==> config.mk <==
export PLATFORM = sky130hd
export DESIGN_NAME = picirl_top
export DESIGN_NICKNAME = d
export VERILOG_FILES = /design/src/hdl/picirl_pkg.sv /design/src/hdl/picirl_pend_bit.sv /design/src/hdl/picirl_select.sv /design/src/hdl/picirl_top.sv
export SDC_FILE = /design/constraint.sdc
export NUM_CORES = 1
export LEC_CHECK = 0
export ABC_CLOCK_PERIOD_IN_PS = 2460
export BUFFER_PORTS_ARGS = -buffer_cell sky130_fd_sc_hd__buf_2
export CAP_MARGIN = 0
export CORE_ASPECT_RATIO = 2
export CORE_MARGIN = 4
export CORE_UTILIZATION = 30
export DETAILED_ROUTE_END_ITERATION = 6
export GPL_TIMING_DRIVEN = 1
export SLEW_MARGIN = 20
export SYNTH_ARGS = -nofsm -noshare
export SYNTH_HDL_FRONTEND = slang
export SYNTH_HIERARCHICAL = 1
export SYNTH_SLANG_ARGS = --single-unit
==> constraint.sdc <==
create_clock -name core_clk_in -period 2.46 [get_ports core_clk_in]
set_input_delay 0.123 -clock core_clk_in [delete_from_list [all_inputs] [get_ports core_clk_in]]
set_output_delay 0.123 -clock core_clk_in [all_outputs]
set_load 0.01 [all_outputs]
==> src/hdl/picirl_pkg.sv <==
// Package of constants for the priority interrupt latch control block
`default_nettype none
package picirl_pkg;
    // ******************************************************************
    // Source layout
    // ******************************************************************
    localparam int N_SRC = 22;
    localparam int IDX_LO = 2;
    localparam int IDX_HI = 21;
    localparam int IDX_EF_LO = 4;
    localparam int IDX_FETCH = 2;
    localparam int IDX_WDOG = 3;
    localparam int IDX_LINE0 = 5;
    localparam int IDX_SPLIT = 16;
    // ******************************************************************
    // Special-function register byte addresses
    // ******************************************************************
    localparam logic [5:0] ADDR_ACCEPT_EXT = 6'h32;
    localparam logic [5:0] ADDR_ACCEPT_LOW = 6'h3A;
    localparam logic [5:0] ADDR_ACCEPT_HIGH = 6'h3B;
    localparam logic [5:0] ADDR_PEND_LOW = 6'h3C;
    localparam logic [5:0] ADDR_PEND_HIGH = 6'h3D;
    localparam logic [5:0] ADDR_PEND_EXT = 6'h3E;
    localparam int MASTER_BIT = 0;
    // ******************************************************************
    // Reset values
    // ******************************************************************
    localparam logic [21:2] PEND_RST = 20'h00000;
    localparam logic [21:4] EF_RST = 18'h00000;
    localparam logic MASTER_RST = 1'b0;
    // ******************************************************************
    // Vector addresses
    // ******************************************************************
    localparam logic [15:0] VEC_RESET = 16'hFFFE;
    localparam logic [15:0] VEC_TRAP = 16'hFFFC;
    localparam logic [15:0] VEC_TOP_A = 16'hFFFE;
    localparam logic [15:0] VEC_TOP_B = 16'hFFBE;
    // ******************************************************************
    // Timing
    // ******************************************************************
    localparam int ACCEPT_MCYC = 8;
    localparam int CLK_PER_MCYC = 4;
    localparam int ACCEPT_CLKS = ACCEPT_MCYC * CLK_PER_MCYC;
    // ******************************************************************
    // Acceptance sequencer
    // ******************************************************************
    typedef enum logic {SEQ_IDLE, SEQ_BUSY} picirl_seq_t;
endpackage : picirl_pkg
`default_nettype wire

==> src/hdl/picirl_pend_bit.sv <==
// One pending latch cell
`default_nettype none
module picirl_pend_bit
(
    // Clock and reset
    input wire logic core_clk_in,
    input wire logic resetn_in,
    // Control
    input wire logic set_in,
    input wire logic clr_in,
    // State
    output logic q_out
);
    logic q_q;
    logic q_d;

    // A request in the clearing cycle is kept
    always_comb
    begin
        q_d = set_in | (q_q & ~clr_in);
    end

    always_ff @(posedge core_clk_in)
    begin
        if (!resetn_in)
        begin
            q_q <= 1'b0;
        end
        else
        begin
            q_q <= q_d;
        end
    end

    assign q_out = q_q;
endmodule : picirl_pend_bit
`default_nettype wire

==> src/hdl/picirl_select.sv <==
// Fixed-order request selector and vector lookup
`default_nettype none
module picirl_select
(
    // Candidates
    input wire logic trap_in,
    input wire logic [21:2] elig_in,
    // Winner
    output logic hit_out,
    output logic is_trap_out,
    output logic [4:0] idx_out,
    output logic [15:0] vec_out
);
    logic [15:0] step;

    always_comb
    begin
        hit_out = 1'b0;
        idx_out = 5'h00;
        // Walk downward so the lowest index wins
        for (int i = picirl_pkg::IDX_HI; i >= picirl_pkg::IDX_LO; i--)
        begin
            if (elig_in[i])
            begin
                hit_out = 1'b1;
                idx_out = 5'(i);
            end
        end
        is_trap_out = trap_in;
        if (trap_in)
        begin
            hit_out = 1'b1;
        end
        step = 16'h0000;
        vec_out = picirl_pkg::VEC_TRAP;
        if (!trap_in)
        begin
            if (idx_out < 5'(picirl_pkg::IDX_SPLIT))
            begin
                step = {10'h000, idx_out, 1'b0};
                vec_out = picirl_pkg::VEC_TOP_A - step;
            end
            else
            begin
                step = {10'h000, 5'(idx_out - 5'(picirl_pkg::IDX_SPLIT)), 1'b0};
                vec_out = picirl_pkg::VEC_TOP_B - step;
            end
        end
    end
endmodule : picirl_select
`default_nettype wire

==> src/hdl/picirl_top.sv <==
// Interrupt latch, enable and acceptance control
`default_nettype none
module picirl_top
(
    // Clock and reset
    input wire logic core_clk_in,
    input wire logic resetn_in,
    // Special-function register access
    input wire logic [5:0] sfr_addr_in,
    input wire logic [7:0] sfr_wdata_in,
    input wire logic sfr_wr_in,
    input wire logic sfr_rd_in,
    output logic [7:0] sfr_rdata_out,
    // Request sources
    input wire logic soft_trap_event_in,
    input wire logic bad_opcode_event_in,
    input wire logic fetch_trap_event_in,
    input wire logic watchdog_event_in,
    input wire logic [21:4] src_req_in,
    input wire logic ext_line0_gate_in,
    input wire logic fetch_trap_reset_select_in,
    input wire logic watchdog_reset_select_in,
    // CPU sequencer
    output logic cpu_int_req_out,
    input wire logic cpu_accept_in,
    output logic accept_busy_out,
    output logic [15:0] vector_out,
    output logic stack_master_out,
    input wire logic mask_all_op_in,
    input wire logic unmask_all_op_in,
    input wire logic return_in,
    input wire logic return_master_in,
    // Reset request
    output logic reset_req_out
);
    // ******************************************************************
    // Declarations
    // ******************************************************************
    logic [21:2] pend;
    logic [21:2] set_v;
    logic [21:2] clr_v;
    logic [21:2] elig;
    logic [21:4] ef_q;
    logic [21:4] ef_d;
    logic master_q;
    logic master_d;
    logic trap_lvl;
    logic sel_hit;
    logic sel_trap;
    logic [4:0] sel_idx;
    logic [15:0] sel_vec;
    logic accept_go;
    picirl_pkg::picirl_seq_t seq_q;
    picirl_pkg::picirl_seq_t seq_d;
    logic [5:0] cnt_q;
    logic [5:0] cnt_d;
    logic [15:0] vec_q;
    logic [15:0] vec_d;
    logic stack_q;
    logic stack_d;
    logic [7:0] rdata_q;
    logic [7:0] rdata_d;
    logic rst_req_q;
    logic rst_req_d;
    logic wr_pl;
    logic wr_ph;
    logic wr_pe;

    // ******************************************************************
    // Request latching
    // ******************************************************************
    always_comb
    begin
        set_v = '0;
        // Traps routed to reset never reach their latch
        set_v[picirl_pkg::IDX_FETCH] = fetch_trap_event_in
            & ~fetch_trap_reset_select_in;
        set_v[picirl_pkg::IDX_WDOG] = watchdog_event_in
            & ~watchdog_reset_select_in;
        set_v[21:4] = src_req_in;
    end

    always_comb
    begin
        wr_pl = sfr_wr_in && sfr_addr_in == picirl_pkg::ADDR_PEND_LOW;
        wr_ph = sfr_wr_in && sfr_addr_in == picirl_pkg::ADDR_PEND_HIGH;
        wr_pe = sfr_wr_in && sfr_addr_in == picirl_pkg::ADDR_PEND_EXT;
        clr_v = '0;
        // Only zeros clear; ones are ignored
        if (wr_pl)
        begin
            clr_v[7:2] = ~sfr_wdata_in[7:2];
        end
        if (wr_ph)
        begin
            clr_v[15:8] = ~sfr_wdata_in;
        end
        if (wr_pe)
        begin
            clr_v[21:16] = ~sfr_wdata_in[5:0];
        end
        if (accept_go && !sel_trap)
        begin
            clr_v[sel_idx] = 1'b1;
        end
    end

    generate
        for (genvar g = picirl_pkg::IDX_LO; g <= picirl_pkg::IDX_HI; g++)
        begin : g_pend
            picirl_pend_bit u_bit
            (
                .core_clk_in(core_clk_in),
                .resetn_in(resetn_in),
                .set_in(set_v[g]),
                .clr_in(clr_v[g]),
                .q_out(pend[g])
            );
        end
    endgenerate

    // ******************************************************************
    // Enable gating and selection
    // ******************************************************************
    always_comb
    begin
        // Non-maskable latches need no enable
        elig[3:2] = pend[3:2];
        elig[21:4] = pend[21:4] & ef_q & {18{master_q}};
        elig[picirl_pkg::IDX_LINE0] = pend[picirl_pkg::IDX_LINE0]
            & ef_q[picirl_pkg::IDX_LINE0] & master_q
            & ext_line0_gate_in;
        trap_lvl = soft_trap_event_in | bad_opcode_event_in;
    end

    picirl_select u_sel
    (
        .trap_in(trap_lvl),
        .elig_in(elig),
        .hit_out(sel_hit),
        .is_trap_out(sel_trap),
        .idx_out(sel_idx),
        .vec_out(sel_vec)
    );

    // ******************************************************************
    // Acceptance sequencer
    // ******************************************************************
    // Nesting works because the service routine may raise the master
    // flag again, letting any enabled request through after this one.
    assign cpu_int_req_out = sel_hit && seq_q == picirl_pkg::SEQ_IDLE;
    assign accept_go = cpu_int_req_out && cpu_accept_in;

    always_comb
    begin
        seq_d = seq_q;
        cnt_d = cnt_q;
        vec_d = vec_q;
        stack_d = stack_q;
        unique case (seq_q)
            picirl_pkg::SEQ_IDLE:
            begin
                if (accept_go)
                begin
                    seq_d = picirl_pkg::SEQ_BUSY;
                    cnt_d = 6'(picirl_pkg::ACCEPT_CLKS - 1);
                    vec_d = sel_vec;
                    stack_d = master_q;
                end
            end
            picirl_pkg::SEQ_BUSY:
            begin
                if (cnt_q == 6'h00)
                begin
                    seq_d = picirl_pkg::SEQ_IDLE;
                end
                else
                begin
                    cnt_d = cnt_q - 6'h01;
                end
            end
        endcase
    end

    always_ff @(posedge core_clk_in)
    begin
        if (!resetn_in)
        begin
            seq_q <= picirl_pkg::SEQ_IDLE;
            cnt_q <= 6'h00;
            vec_q <= picirl_pkg::VEC_RESET;
            stack_q <= 1'b0;
        end
        else
        begin
            seq_q <= seq_d;
            cnt_q <= cnt_d;
            vec_q <= vec_d;
            stack_q <= stack_d;
        end
    end

    assign accept_busy_out = seq_q == picirl_pkg::SEQ_BUSY;
    assign vector_out = vec_q;
    assign stack_master_out = stack_q;

    // ******************************************************************
    // Master and source enable flags
    // ******************************************************************
    always_comb
    begin
        ef_d = ef_q;
        master_d = master_q;
        if (sfr_wr_in && sfr_addr_in == picirl_pkg::ADDR_ACCEPT_LOW)
        begin
            ef_d[7:4] = sfr_wdata_in[7:4];
            master_d = sfr_wdata_in[picirl_pkg::MASTER_BIT];
        end
        if (sfr_wr_in && sfr_addr_in == picirl_pkg::ADDR_ACCEPT_HIGH)
        begin
            ef_d[15:8] = sfr_wdata_in;
        end
        if (sfr_wr_in && sfr_addr_in == picirl_pkg::ADDR_ACCEPT_EXT)
        begin
            ef_d[21:16] = sfr_wdata_in[5:0];
        end
        if (unmask_all_op_in)
        begin
            master_d = 1'b1;
        end
        if (mask_all_op_in)
        begin
            master_d = 1'b0;
        end
        if (return_in)
        begin
            master_d = return_master_in;
        end
        // Acceptance has the last word on the master flag
        if (accept_go)
        begin
            master_d = 1'b0;
        end
    end

    always_ff @(posedge core_clk_in)
    begin
        if (!resetn_in)
        begin
            ef_q <= picirl_pkg::EF_RST;
            master_q <= picirl_pkg::MASTER_RST;
        end
        else
        begin
            ef_q <= ef_d;
            master_q <= master_d;
        end
    end

    // ******************************************************************
    // Readback and reset request
    // ******************************************************************
    always_comb
    begin
        rdata_d = rdata_q;
        if (sfr_rd_in)
        begin
            unique case (sfr_addr_in)
                picirl_pkg::ADDR_PEND_LOW: rdata_d = {pend[7:2], 2'b00};
                picirl_pkg::ADDR_PEND_HIGH: rdata_d = pend[15:8];
                picirl_pkg::ADDR_PEND_EXT: rdata_d = {2'b00, pend[21:16]};
                picirl_pkg::ADDR_ACCEPT_LOW: rdata_d = {ef_q[7:4], 3'b000,
                    master_q};
                picirl_pkg::ADDR_ACCEPT_HIGH: rdata_d = ef_q[15:8];
                picirl_pkg::ADDR_ACCEPT_EXT: rdata_d = {2'b00, ef_q[21:16]};
                default: rdata_d = 8'h00;
            endcase
        end
        // A trap set for reset asks for it instead of an interrupt
        rst_req_d = (fetch_trap_event_in & fetch_trap_reset_select_in)
            | (watchdog_event_in & watchdog_reset_select_in);
    end

    always_ff @(posedge core_clk_in)
    begin
        if (!resetn_in)
        begin
            rdata_q <= 8'h00;
            rst_req_q <= 1'b0;
        end
        else
        begin
            rdata_q <= rdata_d;
            rst_req_q <= rst_req_d;
        end
    end

    assign sfr_rdata_out = rdata_q;
    assign reset_req_out = rst_req_q;

    // ******************************************************************
    // Checks
    // ******************************************************************
    a_reset_clears_latch: assert property (@(posedge core_clk_in)
        !resetn_in |=> pend == '0)
        else $error("latches not cleared by reset");
    a_write_never_sets: assert property (@(posedge core_clk_in)
        disable iff (!resetn_in)
        ((pend & ~$past(pend)) & ~$past(set_v)) == '0)
        else $error("latch set without a request");
    a_set_beats_clear: assert property (@(posedge core_clk_in)
        disable iff (!resetn_in)
        (set_v & clr_v) != '0
            |=> (pend & $past(set_v)) == $past(set_v))
        else $error("request lost against a clear");
    a_accept_drops_master: assert property (@(posedge core_clk_in)
        disable iff (!resetn_in)
        accept_go |=> !master_q && stack_master_out == $past(master_q))
        else $error("master flag not dropped or stacked");
    a_seq_eight_mcyc: assert property (@(posedge core_clk_in)
        disable iff (!resetn_in)
        accept_go |=> accept_busy_out ##31 accept_busy_out
            ##1 !accept_busy_out)
        else $error("acceptance sequence length wrong");
    a_vector_held: assert property (@(posedge core_clk_in)
        disable iff (!resetn_in)
        accept_busy_out && $past(accept_busy_out) |-> $stable(vector_out))
        else $error("vector moved during acceptance");
    a_masked_quiet: assert property (@(posedge core_clk_in)
        disable iff (!resetn_in)
        !master_q && !trap_lvl && pend[3:2] == 2'b00
            |-> !cpu_int_req_out)
        else $error("masked request reached the cpu");
    a_fetch_first: assert property (@(posedge core_clk_in)
        disable iff (!resetn_in)
        cpu_int_req_out && !trap_lvl && pend[2]
            |-> sel_vec == 16'hFFFA)
        else $error("fetch trap lost priority");
    a_trap_vector: assert property (@(posedge core_clk_in)
        disable iff (!resetn_in)
        trap_lvl && accept_go |=> vector_out == 16'hFFFC)
        else $error("trap vector wrong");
    a_accept_clears: assert property (@(posedge core_clk_in)
        disable iff (!resetn_in)
        accept_go && !sel_trap && !set_v[sel_idx]
            |=> !pend[$past(sel_idx)])
        else $error("accepted latch still set");
    a_trap_to_reset: assert property (@(posedge core_clk_in)
        disable iff (!resetn_in)
        watchdog_event_in && watchdog_reset_select_in
            |=> reset_req_out && !$rose(pend[3]))
        else $error("watchdog reset select ignored");
endmodule : picirl_top
`default_nettype wire

==> impl_results.md, run 1 <==
* Status: finished, violations left
* Failing checks: negative setup slack
* TritonRoute pass-1 iters at 5
* Post-synthesis adder-cell area fraction at 0.006341
* Synth top area cells: dfxtp_1, nor2b_4, nand2_1
* IO Pins at 76
* Fin. Hold Viols at 0
* Worst VDD drop at between 0.3 and 0.4 mV
* Mux contribution to synthesized area at 0.05168
* WP data required at around 2.7 ns
* Clock Skews at 0.005708 ns
* Yosys warns at 6
* End of the critical path: g_pend[12].u_bit/q_out
* Worst Hold Slack at 0.004957 ns
* Via Count at just over 4k
* Largest family of logic cells by synthesized area: simple AND/OR/NAND/NOR gates
* RSZ-0062 raised after global routing: yes
* Number of antenna violations at the first check in global routing at 0
* Drc violations at 0
* Std cell rows at 59
* Reg-to-reg critical path startpoint: master_q
* Clock transition at path regs at around 0.060 ns
* Post-Syn Area at 3946 um^2
* Skew-Pair Late Insertion Delay at 0.34 ns
* Area of the core at 12990 um^2
* Most used DFF post-synth: dfxtp_1
* Crit Path Max Fanout at 12
* Area delta synth->final at 44.13%
* Power Dens Cells at 561.8 nW/um^2
* Share of the synthesized area in the top cell type at 0.3653
* Number of synthesized flops with an enable pin at 0
* Cells after Synth at 456
* GRT Util Overall at 0.1953
* Fin Setup TNS at -1.390 ns
* I/O Buffers at 75
* Final Max Tran Viols at 0
* Setup WS post-layout at -0.1268 ns
* Endpoint class of the critical path: register
* Flop2flop setup slack at -0.13 ns
* Clock root cell: clkbuf_16
* First-pass GRT wire length at 22140 um
* Die area at between 15000 and 20000 um^2
* Final Wtd Congestion at 0.9387
* Yosys reg bits at 72
* Longest Clk Path Bufs at 2
* Share of layout cells above drive strength 1 at 0.4052
* Post-synthesis area per instance at 8.654 um^2
* Total CTS buffers at 9
* Tmin final at 2.587 ns
* Netlist cell types at 59
* Final Cycle Share at 1.052
* CTS Sinks at 72
* Post-synthesis async set-or-reset flop share at 0
* CTS tree: built
* Die H at 170.2 um
* Starting DRT DRC Count at ~240
* Antenna-violating nets left at 0
* Total Power at between 3 and 4 mW
* Number of global-route vias before repair at 4288
* Part of the Yosys area used for sequential elements at 0.3653
* Worst r2r path cells at 10
* Fmax at a little under 400 MHz
* Layout Nets at 657
* Slew @ Worst Pin at 0.5544 ns
* Routed Wire Length at 14350 um
* Final HPWL DP at 11120 um
* Die Wd at 89.10 um
* Slew margin rel. at 0.6276
* Post-Synth Simple-Gate Area at 0.3155
* Pin count of the biggest net entering global routing at 30
* Initial Util at 0.3037
* DR WL/cell at 18.78 um
* Endpoints failing setup at 21
* Worst Hold Class: in2reg
* R2R Path End: g_pend[12].u_bit/q_out
* Post-DR vias/cell at 5.302
* Gr ovfl total at 0
* Max-cap viol count at 0
* Critical path type: reg2reg
* Area leader, netlist: dfxtp_1
* FILL cells at around 1.3k
* Compound-Gate Fraction of Synth Area at 0.1985
* CP Launch Type: register
* Worst Setup SP: master_q
* Leak pwr at 2.559 nW
* Worst hold path depth at 2
* Crit path DAT at roughly 2.8 ns
* Htree depth at 3
* XOR/XNOR share of the synthesized area at 0
* Antenna Cells at 0
-- placed cells by master (no fill, tap or decap), types with 3 or more instances in the layout --
| master | instances |
|---|---|
| a211oi_1 | 3 |
| a21oi_1 | 22 |
| a22oi_1 | 4 |
| a31oi_1 | 4 |
| a41oi_1 | 3 |
| and3_1 | 17 |
| buf_2 | 75 |
| buf_4 | 74 |
| buf_6 | 3 |
| clkbuf_16 | 10 |
| clkinv_2 | 3 |
| conb_1 | 11 |
| dfxtp_1 | 71 |
| dlygate4sd3_1 | 7 |
| inv_1 | 13 |
| mux2_2 | 3 |
| mux2i_1 | 17 |
| nand2_1 | 56 |
| nand2b_1 | 3 |
| nand3_1 | 25 |
| nand3_2 | 3 |
| nand3b_1 | 8 |
| nor2_1 | 27 |
| nor2b_1 | 6 |
| nor2b_4 | 20 |
| nor3_1 | 7 |
| nor3b_1 | 4 |
| nor4_4 | 3 |
| o21a_1 | 22 |
| o21ai_0 | 3 |
| o221a_2 | 4 |
| o22ai_2 | 13 |
| o22ai_4 | 5 |
| or4_4 | 3 |
-- Yosys cell counts (4+ instances only) --
cell type,n
nor4_1,5
a21oi_1,22
dfxtp_1,72
o22ai_1,20
mux2i_1,17
nand3_1,26
nor2b_1,7
buf_4,14
nor2_1,28
o21a_1,22
nor2b_4,20
o221a_2,4
a31oi_1,4
nand2_1,56
nor3b_1,4
and3_1,19
nand3b_1,8
inv_1,13
o21ai_0,4
clkbuf_1,12
a22oi_1,4
nor3_1,10
-- repair_timing --
action | in CTS | in global routing
cloned | 0 | 1
gates resized for setup | 45 | 11
buffers inserted | 2 | 4
hold buffers | 7 | 0
hold endpoints to repair | 7 | 0
pin swaps | 9 | 4
endpoints found under the setup margin | 46 | 43
-- critical path: stages (launching register included) --
cell	delay (ns)
dfxtp_4	0.42
buf_8	0.15
and3_4	0.23
nand2b_1	0.11
a21oi_1	0.08
o31ai_2	0.33
o21ai_2	0.13
or4_4	0.59
o22ai_4	0.23
nor2b_4	0.05
o21a_1	0.16
-- through the flow --
stage               instance area [um^2]  instances  setup WS [ns]  utilization
floorplan                           4019        465       -0.01312            -
global placement                    4961        734        -0.4466       0.3818
detailed placement                  4961        734        -0.4751       0.3818
CTS                                 5579        759       -0.09899       0.4294
global route                        5688        764        -0.2165       0.4378
finish                              5688        764        -0.1268       0.4378
-- cells by family (layout without fill, tap and decap cells) --
family,count (synthesis),count (layout)
flops,72,72
simple gates,205,205
fa+ha+maj,2,2
buf+inv,45,192
other cells,2,11
compound gates,110,110
mux,20,20
-- sequential cells by signal, indices dropped and copies added (netlist names) --
name,count
vector_out,16
sfr_rdata_out,8
master_q,1
accept_busy_out,1
ef_q,18
g_pend.u_bit/q_out,20
cnt_q,6
stack_master_out,1
reset_req_out,1
-- area by class of cell --
| cell class | instances | area, um^2 | share of cell area |
|---|---|---|---|
| clock buffers | 10 | 229.0 | 0.04026 |
| multi-input cells | 348 | 2576 | 0.4529 |
| flip-flops and latches | 72 | 1445 | 0.2541 |
| well taps | 152 | 190.2 | 0.03344 |
| clock inverters | 6 | 83.83 | 0.01474 |
| inverters | 13 | 48.80 | 0.008579 |
| repair buffers | 163 | 1115 | 0.1960 |
-- metal layers --
| layer | vias up | GRT usage | wire (um) | part of all wire |
|---|---|---|---|---|
| met5 | - | 0 | 0 | 0 |
| met4 | 0 | 0.1270 | 914 | 0.064 |
| met3 | 47 | 0.03198 | 507 | 0.035 |
| met2 | 132 | 0.3742 | 8212 | 0.57 |
| met1 | 1935 | 0.1778 | 4712 | 0.33 |
| li1 | 1937 | - | - | - |
-- worst min path at each step --
stage,start,endpoint
3_3_place_gp,src_req_in[9],g_pend[9].u_bit/q_out
2_1_floorplan,resetn_in,g_pend[10].u_bit/q_out
6_report,src_req_in[11],g_pend[11].u_bit/q_out
3_5_place_dp,src_req_in[5],g_pend[5].u_bit/q_out
5_1_grt,src_req_in[19],g_pend[19].u_bit/q_out
4_1_cts,src_req_in[19],g_pend[19].u_bit/q_out
-- where the power goes --
| group | switching (mW) | internal [mW] |
|---|---|---|
| clock network | 0.506 | 0.884 |
| logic | 0.267 | 0.252 |
| registers | 0.0526 | 1.23 |
| total | 0.825 | 2.37 |
No activity file was read; power rests on OpenSTA's default activity.
==> run 2, diff against run 1 <==
--- a/config.mk
+++ b/config.mk
@@ -13,6 +13,7 @@
 export CORE_UTILIZATION = 30
 export DETAILED_ROUTE_END_ITERATION = 6
 export GPL_TIMING_DRIVEN = 1
+export SETUP_SLACK_MARGIN = 0.15
 export SLEW_MARGIN = 20
 export SYNTH_ARGS = -nofsm -noshare
 export SYNTH_HDL_FRONTEND = slang
==> run 2 against run 1 <==
The run still ends with negative setup slack left. Cell count down 1.0%. Clock skew increased by 0.0030 ns. Critical path depth down 1. Clock power fell by 12%. Critical endpoint is now g_pend[8].u_bit/q_out.
==> impl_results.md, run 2 (synthesis results as in run 1) <==
* Routed Wire Length at 14590 um
* Fin Setup TNS at -0.5424 ns
* Layout Nets at 650
* Psw at 824.4 uW
* Hold path start: src_req_in[7]
* Commonest cells after routing, fill and taps aside: buf_2, dfxtp_1, buf_4
* Clock transition at path regs at 0.06 ns
* R2R Path End: g_pend[8].u_bit/q_out
* Clock root cell: clkbuf_16
* Failing checks: negative setup slack
* FILL cells at 1294
* Die H at 170.2 um
* Fin. Hold Viols at 0
* RSZ-0062 raised after global routing: yes
* Clock Skews at 0.008685 ns
* Critical path type: reg2reg
* Final core occ at 0.4339
* Placed inst area at 5011 um^2
* Crit path DAT at 2.76 ns
* Most common cell after layout, fill and taps aside: buf_2
* Final Max Tran Viols at 0
* Final HPWL DP at 11720 um
* Sw frac at 0.2725
* Reg-to-reg critical path startpoint: master_q
* Max incr delay on CP at 0.57 ns
* Die area at 15160 um^2
* Antenna Cells at 0
* Initial Util at 0.3037
* Fin area at roughly 5600 um^2
* Number of antenna violations at the first check in global routing at 0
* Share of layout cells above drive strength 1 at 0.4156
* Worst Hold Class: in2reg
* CTS Sinks at 72
* Post-route insts no fill at 756
* Status: finished, violations left
* Pre-CTS setup slack at -0.4255 ns
* Hold Path End: g_pend[7].u_bit/q_out
* CTS tree: built
* Crit-path cells: and3_4 -> or4_4 -> nor3_4 -> buf_6 -> nor3_4 -> or3b_4 -> o22ai_2 -> nor2b_4 -> o21a_1
* Area occupied by multi-input gates at 2646 um^2
* DR WL/cell at 19.29 um
* Worst r2r path cells at 9
* Max-cap viol count at 0
* Endpoint class of the critical path: register
* Worst VDD drop at 0.4237 mV
* Longest Clk Path Bufs at 2
* Fmax at 395.7 MHz
* Via Count at 4062
* Max reg flops at 20
* Reg power frac at 0.429
* Power Dens Cells at between 500 and 600 nW/um^2
* Crit Path Max Fanout at 20
* Antenna-violating nets left at 0
* Area of the core at 12990 um^2
* CP dominant cell by count: nor3_4
* TritonRoute pass-1 iters at 4
* Number of global-route vias before repair at 4147
* IO Pins at 76
* Post-DR vias/cell at 5.373
* Total CTS buffers at 9
* Htree depth at 3
* Setup WS post-layout at -0.06719 ns
* Reg area at 1445 um^2
* Leak pwr at 2.463 nW
* Std cell rows at 59
* Flop2flop setup slack at -0.07 ns
* Starting DRT DRC Count at 216
* Slew @ Worst Pin at between 0.5 and 0.6 ns
* Slew margin rel. at 0.6336
* Combinational share of power at 0.168
* CP Launch Type: register
* I/O Buffers at 75
* Final Wtd Congestion at approximately 1
* Clock network fraction of total power at 0.403
* WP data required at roughly 2.7 ns
* First-pass GRT wire length at 22060 um
* Drc violations at 0
* Tmin final at 2.527 ns
* Final Cycle Share at 1.027
* Worst hold path depth at 2
* CP max-delay cell: or4_4
* Skew-Pair Late Insertion Delay at 0.34 ns
* Placed cells at 726
* GRT Util Overall at 0.1978
* Endpoints failing setup at 16
* Area delta synth->final at 42.87%
* Die Wd at 89.10 um
* Internal power at 2.201 mW
* Gr ovfl total at 0
* Pin count of the biggest net entering global routing at 30
-- run 2: cell types whose count changed in the layout (fill, tap and decap cells not counted), sizes merged --
cell         change
bufinv           -2
buf             -10
clkinvlp         +1
clkinv           -2
dlygate4sd3      +4
clkbuf           +1
-- run 2: per-stage QoR --
stage | total power, mW | hold WS (ns)
after floorplan | 1.570 | 0.2405
after global placement | 1.773 | 0.3298
after detailed placement | 1.785 | 0.3339
after CTS | 3.029 | 0.002794
after global routing | 3.154 | 0.006627
final | 3.026 | 0.005640
-- run 2: worst max-delay path, delay by kind of cell (launching register included) --
kind / cells / cell delay (ns)
and+or+nand+nor: 6 / 1.57
AOI/OAI and AO/OA: 2 / 0.32
buffers and inverters: 1 / 0.14
DFF: 1 / 0.41
-- run 2: cell type report --
| type | instances | area share |
|---|---|---|
| clock buffers | 12 | 0.04549 |
| inverters | 13 | 0.008655 |
| repair buffers | 156 | 0.1833 |
| clock inverters | 3 | 0.003107 |
| well taps | 152 | 0.03373 |
| flip-flops and latches | 72 | 0.2563 |
| multi-input cells | 348 | 0.4694 |
-- run 2: how the worst max path moves through the flow --
| stage | cells past startpoint | startpoint | end |
|---|---|---|---|
| after CTS | 11 | master_q | g_pend[20].u_bit/q_out |
| final | 9 | master_q | g_pend[8].u_bit/q_out |
| after floorplan | 10 | master_q | g_pend[14].u_bit/q_out |
| after global placement | 10 | master_q | g_pend[15].u_bit/q_out |
| after global routing | 9 | master_q | g_pend[8].u_bit/q_out |
| after detailed placement | 9 | master_q | g_pend[15].u_bit/q_out |
-- run 2: timing repair --
item / 4_1_cts / 5_1_grt
hold buffers: 11 / 0
endpoints found under the setup margin: 46 / 41
pin swaps: 7 / 1
buffers inserted: 4 / 0
hold endpoints to repair: 11 / 0
gates resized for setup: 24 / 23
-- run 2: power groups by stage --
| stage | sequential (mW) | clock, mW | combinational (mW) |
|---|---|---|---|
| floorplan | 1.31 | 0 | 0.260 |
| global placement | 1.32 | 0 | 0.458 |
| detailed placement | 1.32 | 0 | 0.469 |
| CTS | 1.29 | 1.25 | 0.492 |
| global route | 1.30 | 1.29 | 0.558 |
| finish | 1.30 | 1.22 | 0.508 |
-- run 2: routing by layer --
layer	vias to the layer above	track usage	wire (um)
met1	1931	0.1702	4593
met3	70	0.03828	546
met4	0	0.1510	1256
met5	-	0	0
met2	137	0.3746	8190
li1	1924	-	-
